File: config.mk
export PLATFORM = sky130hd
export DESIGN_NAME = port_pin_data_direction_pull
export DESIGN_NICKNAME = d
export VERILOG_FILES = /design/src/gpio_pkg.sv /design/src/byte_reg.sv /design/src/port_pin_data_direction_pull.sv
export SDC_FILE = /design/constraint.sdc
export NUM_CORES = 1
export LEC_CHECK = 0
export BUFFER_PORTS_ARGS = -buffer_cell sky130_fd_sc_hd__buf_4
export CAP_MARGIN = 20
export CORE_MARGIN = 3
export CORE_UTILIZATION = 56
export CTS_CLUSTER_DIAMETER = 80
export DETAILED_ROUTE_END_ITERATION = 12
export GPL_ROUTABILITY_DRIVEN = 0
export MAX_ROUTING_LAYER = met4
export PLACE_DENSITY_LB_ADDON = 0.3
export SYNTH_ARGS = -nofsm -noshare
export SYNTH_HDL_FRONTEND = slang
export SYNTH_SLANG_ARGS = --single-unit
File: constraint.sdc
create_clock -name core_clk -period 3.3 [get_ports core_clk]
set_clock_uncertainty 0.1 [all_clocks]
set_input_delay 0.165 -clock core_clk [delete_from_list [all_inputs] [get_ports core_clk]]
set_output_delay 0.165 -clock core_clk [all_outputs]
set_load 0.1 [all_outputs]
File: src/gpio_pkg.sv
// shared constants and carrier types for the port pin block
package gpio_pkg;

  localparam int ADDR_W = 8;
  localparam int DATA_W = 8;

  localparam logic [ADDR_W-1:0] OFS_PORT_B_DATA = 8'h01;
  localparam logic [ADDR_W-1:0] OFS_PORT_B_DIRECTION = 8'h03;
  localparam logic [ADDR_W-1:0] OFS_PORT_C_DATA = 8'h04;
  localparam logic [ADDR_W-1:0] OFS_PORT_C_DIRECTION = 8'h06;
  localparam logic [ADDR_W-1:0] OFS_PORT_F_PULL_POLARITY = 8'h10;
  localparam logic [ADDR_W-1:0] OFS_PORT_F_PULL_ENABLE = 8'h11;
  localparam logic [ADDR_W-1:0] OFS_PIN_MODULE_RESERVED = 8'h12;

  localparam logic [DATA_W-1:0] RST_PORT_B_DATA = 8'h00;
  localparam logic [DATA_W-1:0] RST_PORT_B_DIRECTION = 8'h00;
  localparam logic [DATA_W-1:0] RST_PORT_C_DATA = 8'h00;
  localparam logic [DATA_W-1:0] RST_PORT_C_DIRECTION = 8'h00;
  localparam logic [DATA_W-1:0] RST_PORT_F_PULL_POLARITY = 8'h00;
  localparam logic [DATA_W-1:0] RST_PORT_F_PULL_ENABLE = 8'h00;
  localparam logic [DATA_W-1:0] RESERVED_READ_VALUE = 8'h00;

  typedef struct packed {
    logic [ADDR_W-1:0] addr;
    logic [DATA_W-1:0] wdata;
    logic wr;
    logic rd;
  } reg_req_t;

  typedef struct packed {
    logic [DATA_W-1:0] data;
    logic drive;
  } ext_byte_t;

endpackage

File: src/byte_reg.sv
// one software-writable byte register with reset value
module byte_reg #(
  parameter logic [7:0] RESET_VALUE = 8'h00
) (
  input wire logic core_clk,
  input wire logic rst_b,
  input wire logic we,
  input wire logic [7:0] d,
  output logic [7:0] q
);

  always_ff @(posedge core_clk or negedge rst_b) begin
    if (!rst_b) begin
      q <= RESET_VALUE;
    end else if (we) begin
      q <= d;
    end
  end

endmodule

File: src/port_pin_data_direction_pull.sv
// port b direction, port c data / upper bus byte, port f pull select
//
// Behaviour
// - external bus owning port b forces all port b pins to drive
// - that override never alters the stored port b direction bits
// - gpio pin: direction one drives output, zero is high-z input
// - emulation: port c read returns the external bus data
// - emulation: port c write updates register and goes out as bus write
// - expanded or emulation: port c bits 7..0 carry bus data 15..8, else gpio
// - otherwise port c read: register bit if output, pin level if input
// - enabled port f input pull: polarity one pull-down, zero pull-up
// - reserved register reads zero, writes change nothing
//
// Local design decision: the plain strobed port.
module port_pin_data_direction_pull (
  input wire logic core_clk,
  input wire logic rst_b,
  input wire gpio_pkg::reg_req_t reg_req,
  output logic [7:0] reg_rdata,
  input wire logic mode_expanded,
  input wire logic mode_emulation,
  input wire logic ext_owns_port_b,
  input wire gpio_pkg::ext_byte_t ext_port_b,
  input wire gpio_pkg::ext_byte_t ext_data_hi,
  input wire logic [7:0] ext_bus_rdata,
  output logic ext_wr_pulse,
  output logic [7:0] ext_wr_data,
  input wire logic [7:0] port_b_in,
  output logic [7:0] port_b_out,
  output logic [7:0] port_b_oe_b,
  input wire logic [7:0] port_c_in,
  output logic [7:0] port_c_out,
  output logic [7:0] port_c_oe_b,
  input wire logic [7:0] port_f_is_input,
  output logic [7:0] port_f_pull_up,
  output logic [7:0] port_f_pull_down
);
  import gpio_pkg::*;

  logic [7:0] port_b_data;
  logic [7:0] port_b_direction;
  logic [7:0] port_c_data;
  logic [7:0] port_c_direction;
  logic [7:0] port_f_pull_polarity;
  logic [7:0] port_f_pull_enable;
  logic [7:0] port_c_bits;
  logic [7:0] port_b_bits;
  logic [7:0] next_rdata;
  logic ext_c_active;
  logic wr_b_data;
  logic wr_b_dir;
  logic wr_c_data;
  logic wr_c_dir;
  logic wr_f_pol;
  logic wr_f_en;

  // write decode; the reserved offset has no write enable at all
  assign wr_b_data = reg_req.wr && reg_req.addr == OFS_PORT_B_DATA;
  assign wr_b_dir = reg_req.wr && reg_req.addr == OFS_PORT_B_DIRECTION;
  assign wr_c_data = reg_req.wr && reg_req.addr == OFS_PORT_C_DATA;
  assign wr_c_dir = reg_req.wr && reg_req.addr == OFS_PORT_C_DIRECTION;
  assign wr_f_pol = reg_req.wr && reg_req.addr == OFS_PORT_F_PULL_POLARITY;
  assign wr_f_en = reg_req.wr && reg_req.addr == OFS_PORT_F_PULL_ENABLE;

  // emulation also runs the external bus
  assign ext_c_active = mode_expanded || mode_emulation;

  byte_reg #(
    .RESET_VALUE(RST_PORT_B_DATA)
  ) u_port_b_data (
    .core_clk(core_clk),
    .rst_b(rst_b),
    .we(wr_b_data),
    .d(reg_req.wdata),
    .q(port_b_data)
  );

  // only software writes reach it, never the bus override
  byte_reg #(
    .RESET_VALUE(RST_PORT_B_DIRECTION)
  ) u_port_b_direction (
    .core_clk(core_clk),
    .rst_b(rst_b),
    .we(wr_b_dir),
    .d(reg_req.wdata),
    .q(port_b_direction)
  );

  // written in every mode, emulation included
  byte_reg #(
    .RESET_VALUE(RST_PORT_C_DATA)
  ) u_port_c_data (
    .core_clk(core_clk),
    .rst_b(rst_b),
    .we(wr_c_data),
    .d(reg_req.wdata),
    .q(port_c_data)
  );

  byte_reg #(
    .RESET_VALUE(RST_PORT_C_DIRECTION)
  ) u_port_c_direction (
    .core_clk(core_clk),
    .rst_b(rst_b),
    .we(wr_c_dir),
    .d(reg_req.wdata),
    .q(port_c_direction)
  );

  byte_reg #(
    .RESET_VALUE(RST_PORT_F_PULL_POLARITY)
  ) u_port_f_pull_polarity (
    .core_clk(core_clk),
    .rst_b(rst_b),
    .we(wr_f_pol),
    .d(reg_req.wdata),
    .q(port_f_pull_polarity)
  );

  byte_reg #(
    .RESET_VALUE(RST_PORT_F_PULL_ENABLE)
  ) u_port_f_pull_enable (
    .core_clk(core_clk),
    .rst_b(rst_b),
    .we(wr_f_en),
    .d(reg_req.wdata),
    .q(port_f_pull_enable)
  );

  // per-bit read source for the gpio view of ports b and c
  for (genvar i = 0; i < 8; i++) begin : g_bit
    assign port_c_bits[i] = port_c_direction[i] ?
                            port_c_data[i] : port_c_in[i];
    assign port_b_bits[i] = port_b_direction[i] ?
                            port_b_data[i] : port_b_in[i];
  end

  // read mux; unmapped and reserved offsets read zero
  always_comb begin
    next_rdata = RESERVED_READ_VALUE;
    unique case (reg_req.addr)
      OFS_PORT_B_DATA: begin
        next_rdata = port_b_bits;
      end
      OFS_PORT_B_DIRECTION: begin
        next_rdata = port_b_direction;
      end
      OFS_PORT_C_DATA: begin
        if (mode_emulation) begin
          next_rdata = ext_bus_rdata;
        end else begin
          next_rdata = port_c_bits;
        end
      end
      OFS_PORT_C_DIRECTION: begin
        next_rdata = port_c_direction;
      end
      OFS_PORT_F_PULL_POLARITY: begin
        next_rdata = port_f_pull_polarity;
      end
      OFS_PORT_F_PULL_ENABLE: begin
        next_rdata = port_f_pull_enable;
      end
      OFS_PIN_MODULE_RESERVED: begin
        next_rdata = RESERVED_READ_VALUE;
      end
      default: begin
        next_rdata = RESERVED_READ_VALUE;
      end
    endcase
  end

  // read data stand only in the cycle after the strobe
  always_ff @(posedge core_clk or negedge rst_b) begin
    if (!rst_b) begin
      reg_rdata <= 8'h00;
    end else if (reg_req.rd) begin
      reg_rdata <= next_rdata;
    end else begin
      reg_rdata <= 8'h00;
    end
  end

  // port c writes in emulation are mirrored onto the external bus
  always_ff @(posedge core_clk or negedge rst_b) begin
    if (!rst_b) begin
      ext_wr_pulse <= 1'b0;
      ext_wr_data <= 8'h00;
    end else begin
      ext_wr_pulse <= wr_c_data && mode_emulation;
      if (wr_c_data && mode_emulation) begin
        ext_wr_data <= reg_req.wdata;
      end
    end
  end

  // port b pins
  always_ff @(posedge core_clk or negedge rst_b) begin
    if (!rst_b) begin
      port_b_out <= 8'h00;
      port_b_oe_b <= 8'hFF;
    end else if (ext_owns_port_b) begin
      port_b_out <= ext_port_b.data;
      port_b_oe_b <= 8'h00;
    end else begin
      port_b_out <= port_b_data;
      port_b_oe_b <= ~port_b_direction;
    end
  end

  // port c pins: upper data byte when the bus is up, gpio otherwise
  always_ff @(posedge core_clk or negedge rst_b) begin
    if (!rst_b) begin
      port_c_out <= 8'h00;
      port_c_oe_b <= 8'hFF;
    end else if (ext_c_active) begin
      port_c_out <= ext_data_hi.data;
      port_c_oe_b <= {8{~ext_data_hi.drive}};
    end else begin
      port_c_out <= port_c_data;
      port_c_oe_b <= ~port_c_direction;
    end
  end

  // port f pull devices, only on enabled input pins
  always_ff @(posedge core_clk or negedge rst_b) begin
    if (!rst_b) begin
      port_f_pull_up <= 8'h00;
      port_f_pull_down <= 8'h00;
    end else begin
      port_f_pull_down <= port_f_pull_enable & port_f_is_input &
                          port_f_pull_polarity;
      port_f_pull_up <= port_f_pull_enable & port_f_is_input &
                        ~port_f_pull_polarity;
    end
  end
endmodule

# --- Yosys cells after proc, flatten, opt, wreduce, memory -nomap -nowiden ---
# Index checks and enable logic that the tools add are counted.
classes:
  mul: 0
  reduce_logical: 8
  eq_ne: 6
  magnitude_cmp: 0
  muxes: 23
  addsub: 0
  n_shift: 0
  div_mod_pow: 0
  n_bitwise: 7
ops:
  columns: ["cell", "count"]
  rows:
  - ["$mux W8", 6]
  - ["$pmux W8 S6", 1]
  - ["$and A8 B8 Y8", 3]
  - ["$not A8 Y8", 3]
  - ["$eq A8 B3 Y1 const B", 2]
  - ["$eq A8 B5 Y1 const B", 2]
  - ["$mux W1", 16]
  - ["$eq A8 B1 Y1 const B", 1]
  - ["$eq A8 B2 Y1 const B", 1]
  - ["$logic_and A1 B1 Y1", 7]
  - ["$logic_or A1 B1 Y1", 1]
  - ["$not A1 Y1", 1]
word_totals:
  input_bits: 73
  mem_bits_rw: 0
  latchBits: 0
  memories: 0
  ff_bits: 113
  romBits: 0

# --- Depth between registers and ports, before layout ---
depth:
  ltp_word: 4
  ltp_mapped: 6
  ltp_nobuf: 4

# --- Modules after synthesis ---
# From an unflattened synthesis, not the netlist that was laid out.
unflattened:
  cells_unflattened: 358
  hier_area_um2: 4977.3
modules_own_cells:
  columns: ["mod", "instances", "cells_per_inst", "seq_area_each_um2", "area_each_um2"]
  rows:
  - ["port_pin_data_direction_pull", 1, 256, 1646.6, 2987.9]
  - ["byte_reg", 6, 17, 200.2, 331.6]

# --- Least setup slack after synthesis ---
# No wires, ideal clock.
synth_path:
  kind: "input-to-reg"
  startpoint: "in reg_req[14] in the netlist's numbering"
  endpoint: "reg u_port_b_direction.q[0]"
  arrival_time_ns: 1.547
  setup_slack_ns: 1.527
  setup_ns: 0.125
  n_path_buf: 2
  cell_stages: 6
  path_cell_list: "or4_4 -> buf_6 -> nor2_8 -> and3_4 -> buf_12 -> mux2_4"
synth_between:
  elab_chain_len: 2
synth_lines:
  columns: ["element", "line", "source"]
  rows:
  - ["start, declared", "port_pin_data_direction_pull.sv:18", "input wire gpio_pkg::reg_req_t reg_req,"]
  - ["$eq A8 B2 Y1", "port_pin_data_direction_pull.sv:59", "assign wr_b_dir = reg_req.wr && reg_req.addr == OFS_PORT_B_DIRECTION;"]
  - ["$logic_and A1 B1 Y1", "port_pin_data_direction_pull.sv:59", null]
  - ["end signal, assigned", "byte_reg.sv:14", "q <= RESET_VALUE;"]
  - ["end signal, assigned", "byte_reg.sv:16", "q <= d;"]
  - ["end, declared", "byte_reg.sv:9", "output logic [7:0] q"]
# Every way passes these cells.
# A chain may end at the register's enable or synchronous reset.

# --- Worst setup path in the final report ---
layout_path:
  startpoint: "in reg_req[14] in the netlist's numbering"
  endpoint: "reg reg_rdata[0]"
layout_between:
  elab_chain_len: 3
layout_lines:
  columns: ["element", "line", "source"]
  rows:
  - ["$eq A8 B5 Y1, or another cell as far along", "port_pin_data_direction_pull.sv:141", "unique case (reg_req.addr)"]
  - ["$pmux W8 S6 *", "port_pin_data_direction_pull.sv:141", null]
  - ["$mux W8 *", "port_pin_data_direction_pull.sv:177", "end else if (reg_req.rd) begin"]
  - ["end signal, assigned", "port_pin_data_direction_pull.sv:178", "reg_rdata <= next_rdata;"]
  - ["end, declared", "port_pin_data_direction_pull.sv:19", "output logic [7:0] reg_rdata,"]
# Every way passes the cells marked *; elsewhere a longest branch is shown, timed or not.

==> results.md <==
- Status: finished clean
- Hold WS: 16.8 ps
- Met1 GRT Util: roughly a third
- Fmax: between 0.4 and 0.5 GHz
- Gr usage total: between 20 and 30%
- Final worst path period share: 67.8%
- First-pass GRT wire length: 21400 µm
- ANT cells: 0
- Crit path launch: reg_req[14]
- Detail Route Antenna Nets: 0
- # rows: 33
- P&R area growth vs syn: 43.2%
- YS warnings: 0
- Routed length per instance: around 21 µm
- Critical Path Sink Type: flop
- Worst-Margin Slew: 760 ps
- Int Power: between 2 and 3 mW
- Class of the worst hold path: input pin to flop
- Post-layout minimum cycle time: 2240 ps
- Die height: 99.3 µm
- Power Total: 3.67 mW
- Final Slew Violations: 0
- EDFF count, synth: 0
- Post-cts repair resize count: 0
- Launch point of the worst reg-to-reg path: u_port_c_direction.q[6]
- Final setup fails: 0
- Leakage: around 3.5 nW
- I/O pin cnt: 138
- Starting Density: 58.5%
- Final core occ: 83.8%
- Syn Inst Count: 337
- Arr. time, crit path: 2560 ps
- Switching part of the total: a little over a quarter
- IR Drop Worst-Case VDD: 362 µV
- Slowest cell delay on critical path: 700 ps
- Met3 Track Usage GR: 6.59%
- Setup TNS: 0 ps
- Vias/cell: 5.76
- Final net count: between 600 and 700
- Overflow after GRT: 0
- FF+latch count, synth: 113
- Max-cap violation count: 0
- Synthesized Nets: between 400 and 500
- Worst path slowest cell: nor4_4
- Clk buf depth: 2
- Share of cells above drive strength 1: 41.4%
- H-tree depth: 4
- Worst-Skew Late Latency: 520 ps
- Power share of the clock group: 44.3%
- Grt met2 use: 47.8%
- DPL Wire Length: 8440 µm
- Ys async rst share: between 90% and 100%
- DRT iter0 DRCs: 279
- Buf/Inv on CP: 3
- GR peak layer: met2
- Fin. Hold Viols: 0
- CP startpoint kind: input pin
- Die width: a little under 100 µm
- Vias in the first global route: between 4000 and 5000
- Final WL: 13400 µm
- Worst Path Max Fanout: 7
- Most frequent CP cell: dlygate4sd3_1
- Die Footprint: 9870 µm²
- CTS sink cnt: between 100 and 150
- Combinational Power Share: 15.0%
- Distinct cells, synth: 43
- R2r setup slk: 1550 ps
- Sequential-to-total area share from yosys stat: 58.4%
- Initial antenna violation count: 0
- Worst slew margin: between 40% and 50%
- Mapped cell area: 4880 µm²
- Crit path cell chain: dlygate4sd3_1 > buf_4 > nor4_4 > dlygate4sd3_1 > o21ai_0 > a21boi_1
- Worst path required time: 3620 ps
- Port Buffer Count: 136
- CTS Buf Count: 17
- CP delay by family, top: buffers and inverters
- Worst hold path startpoint: reg_req[1]
- Clk root buf: clkbuf_8
- Clock slew at reported path FFs: 60 ps
- TritonCTS clock tree: built
- Post-synth top flop: dfrtp_1
- Crit Path Category: input pin to flop
- Net Sw Power: just under 1 mW
- Placed cell area: 5980 µm²
- DRT Pass-1 Iters: 8
- Syn_area_per_cell: 14.5 µm²
- Power per cell area: 525 nW/µm²
- Via count: 3738
- Final Cell Area: 6990 µm²
- Core box area: 8340 µm²
- DR DRC count: 0
- Largest net degree at the start of global routing: 114
- RSZ-0062 raised after global routing: false
- Sequential Power Share: 40.8%
-- worst paths after layout --
check                                 end  depth (start not counted)
max                          reg_rdata[0]                          6
min                          ext_wr_pulse                          3
max reg2reg                  reg_rdata[6]                          4
min reg2reg                port_b_oe_b[3]                          1
max in group asynchronous   port_c_out[7]                          3
min in group asynchronous   port_b_out[0]                          3
-- through the flow --
stage / cells / setup slack, ps
4_1_cts: 649 / 1100
2_1_floorplan: 337 / 1530
5_1_grt: 649 / 1000
3_5_place_dp: 569 / 1270
3_3_place_gp: 569 / 1330
6_report: 649 / 1060
-- cell usage after synthesis, types with 6 or more instances --
library cell  instances  area share (%)
nor2_1               17             1.3
mux2_4                8             2.5
mux2_2               20             4.6
dfrtp_1              97              50
a21oi_1              12             1.2
dfstp_2              16             8.6
nand2_1              16             1.2
o2bb2ai_1             6             1.1
mux2_1               58              13
mux2i_1               8             1.6
and3_1                8             1.0
a21boi_1              6            0.92
-- power groups by stage --
stage          Combinational [mW]  Clock (mW)  Sequential [mW]
2_1_floorplan               0.108           0             1.72
3_3_place_gp                0.491           0             1.51
3_5_place_dp                0.500           0             1.51
4_1_cts                     0.548        1.63             1.49
5_1_grt                     0.575        1.71             1.50
6_report                    0.548        1.62             1.49
-- layer usage --
metal	wire [µm]	vias up
met5	0	-
met2	6860	194
met1	5140	1879
met4	427	0
met3	941	43
li1	-	1622
-- worst min-delay path, stage by stage --
cell	delay, ps
buf_4	180
nand4_4	210
inv_2	40
-- cell families after synthesis --
| kind of cell | after synthesis | share of synthesized area [%] |
|---|---|---|
| flip-flops | 113 | 58.4 |
| AO/OA/AOI/OAI | 46 | 6.87 |
| buffers and inverters | 13 | 1.77 |
| AND/OR/NAND/NOR | 71 | 10.9 |
| multiplexers | 94 | 22.1 |
-- what timing repair did --
action	4_1_cts	5_1_grt
hold buffers	48	0
hold endpoints to repair	204	0
buffers inserted	0	0
-- layout make-up --
type / instances / area, µm²
flip-flops and latches: 113 / 2850
multi-input cells: 211 / 1940
repair buffers: 187 / 1540
fillers: 420 / 1350
clock buffers: 25 / 464
well taps: 105 / 131
clock inverters: 7 / 60.1
inverters: 1 / 3.75
-- state kept, by name, summed over array words and instances, names as in the netlist --
| name | flops |
|---|---|
| port_b_out | 8 |
| port_f_pull_up | 8 |
| port_b_oe_b | 8 |
| port_f_pull_down | 8 |
| reg_rdata | 8 |
| u_port_c_data.q | 8 |
| ext_wr_data | 8 |
| ext_wr_pulse | 1 |
| u_port_b_data.q | 8 |
| u_port_c_direction.q | 8 |
| u_port_f_pull_enable.q | 8 |
| port_c_oe_b | 8 |
| port_c_out | 8 |
| u_port_f_pull_polarity.q | 8 |
| u_port_b_direction.q | 8 |
-- placed cells by master (no fill, tap or decap), drive strengths merged --
cell type,netlist,layout
and2,2,2
mux2i,8,8
and3,9,9
inv,1,1
nor2b,3,3
mux2,86,86
a22o,4,4
bufinv,0,1
o2bb2ai,6,6
buf,7,139
o22ai,2,2
nand3,3,3
o211ai,2,2
a21oi,12,12
clkinv,0,6
nor2,18,18
a21boi,6,6
or4,1,1
o21a,2,2
nor4b,3,3
dfstp,16,16
dlygate4sd3,0,48
nand2b,4,4
dfrtp,97,97
nor3,1,1
nand2,17,17
o21ai,2,2
or2b,1,1
a22oi,4,4
nand3b,4,4
o211a,2,2
clkbuf,5,25
nor4,2,2
nand4,2,2
a222oi,4,4
and2b,1,1
Power figures use the tool's default switching activity.
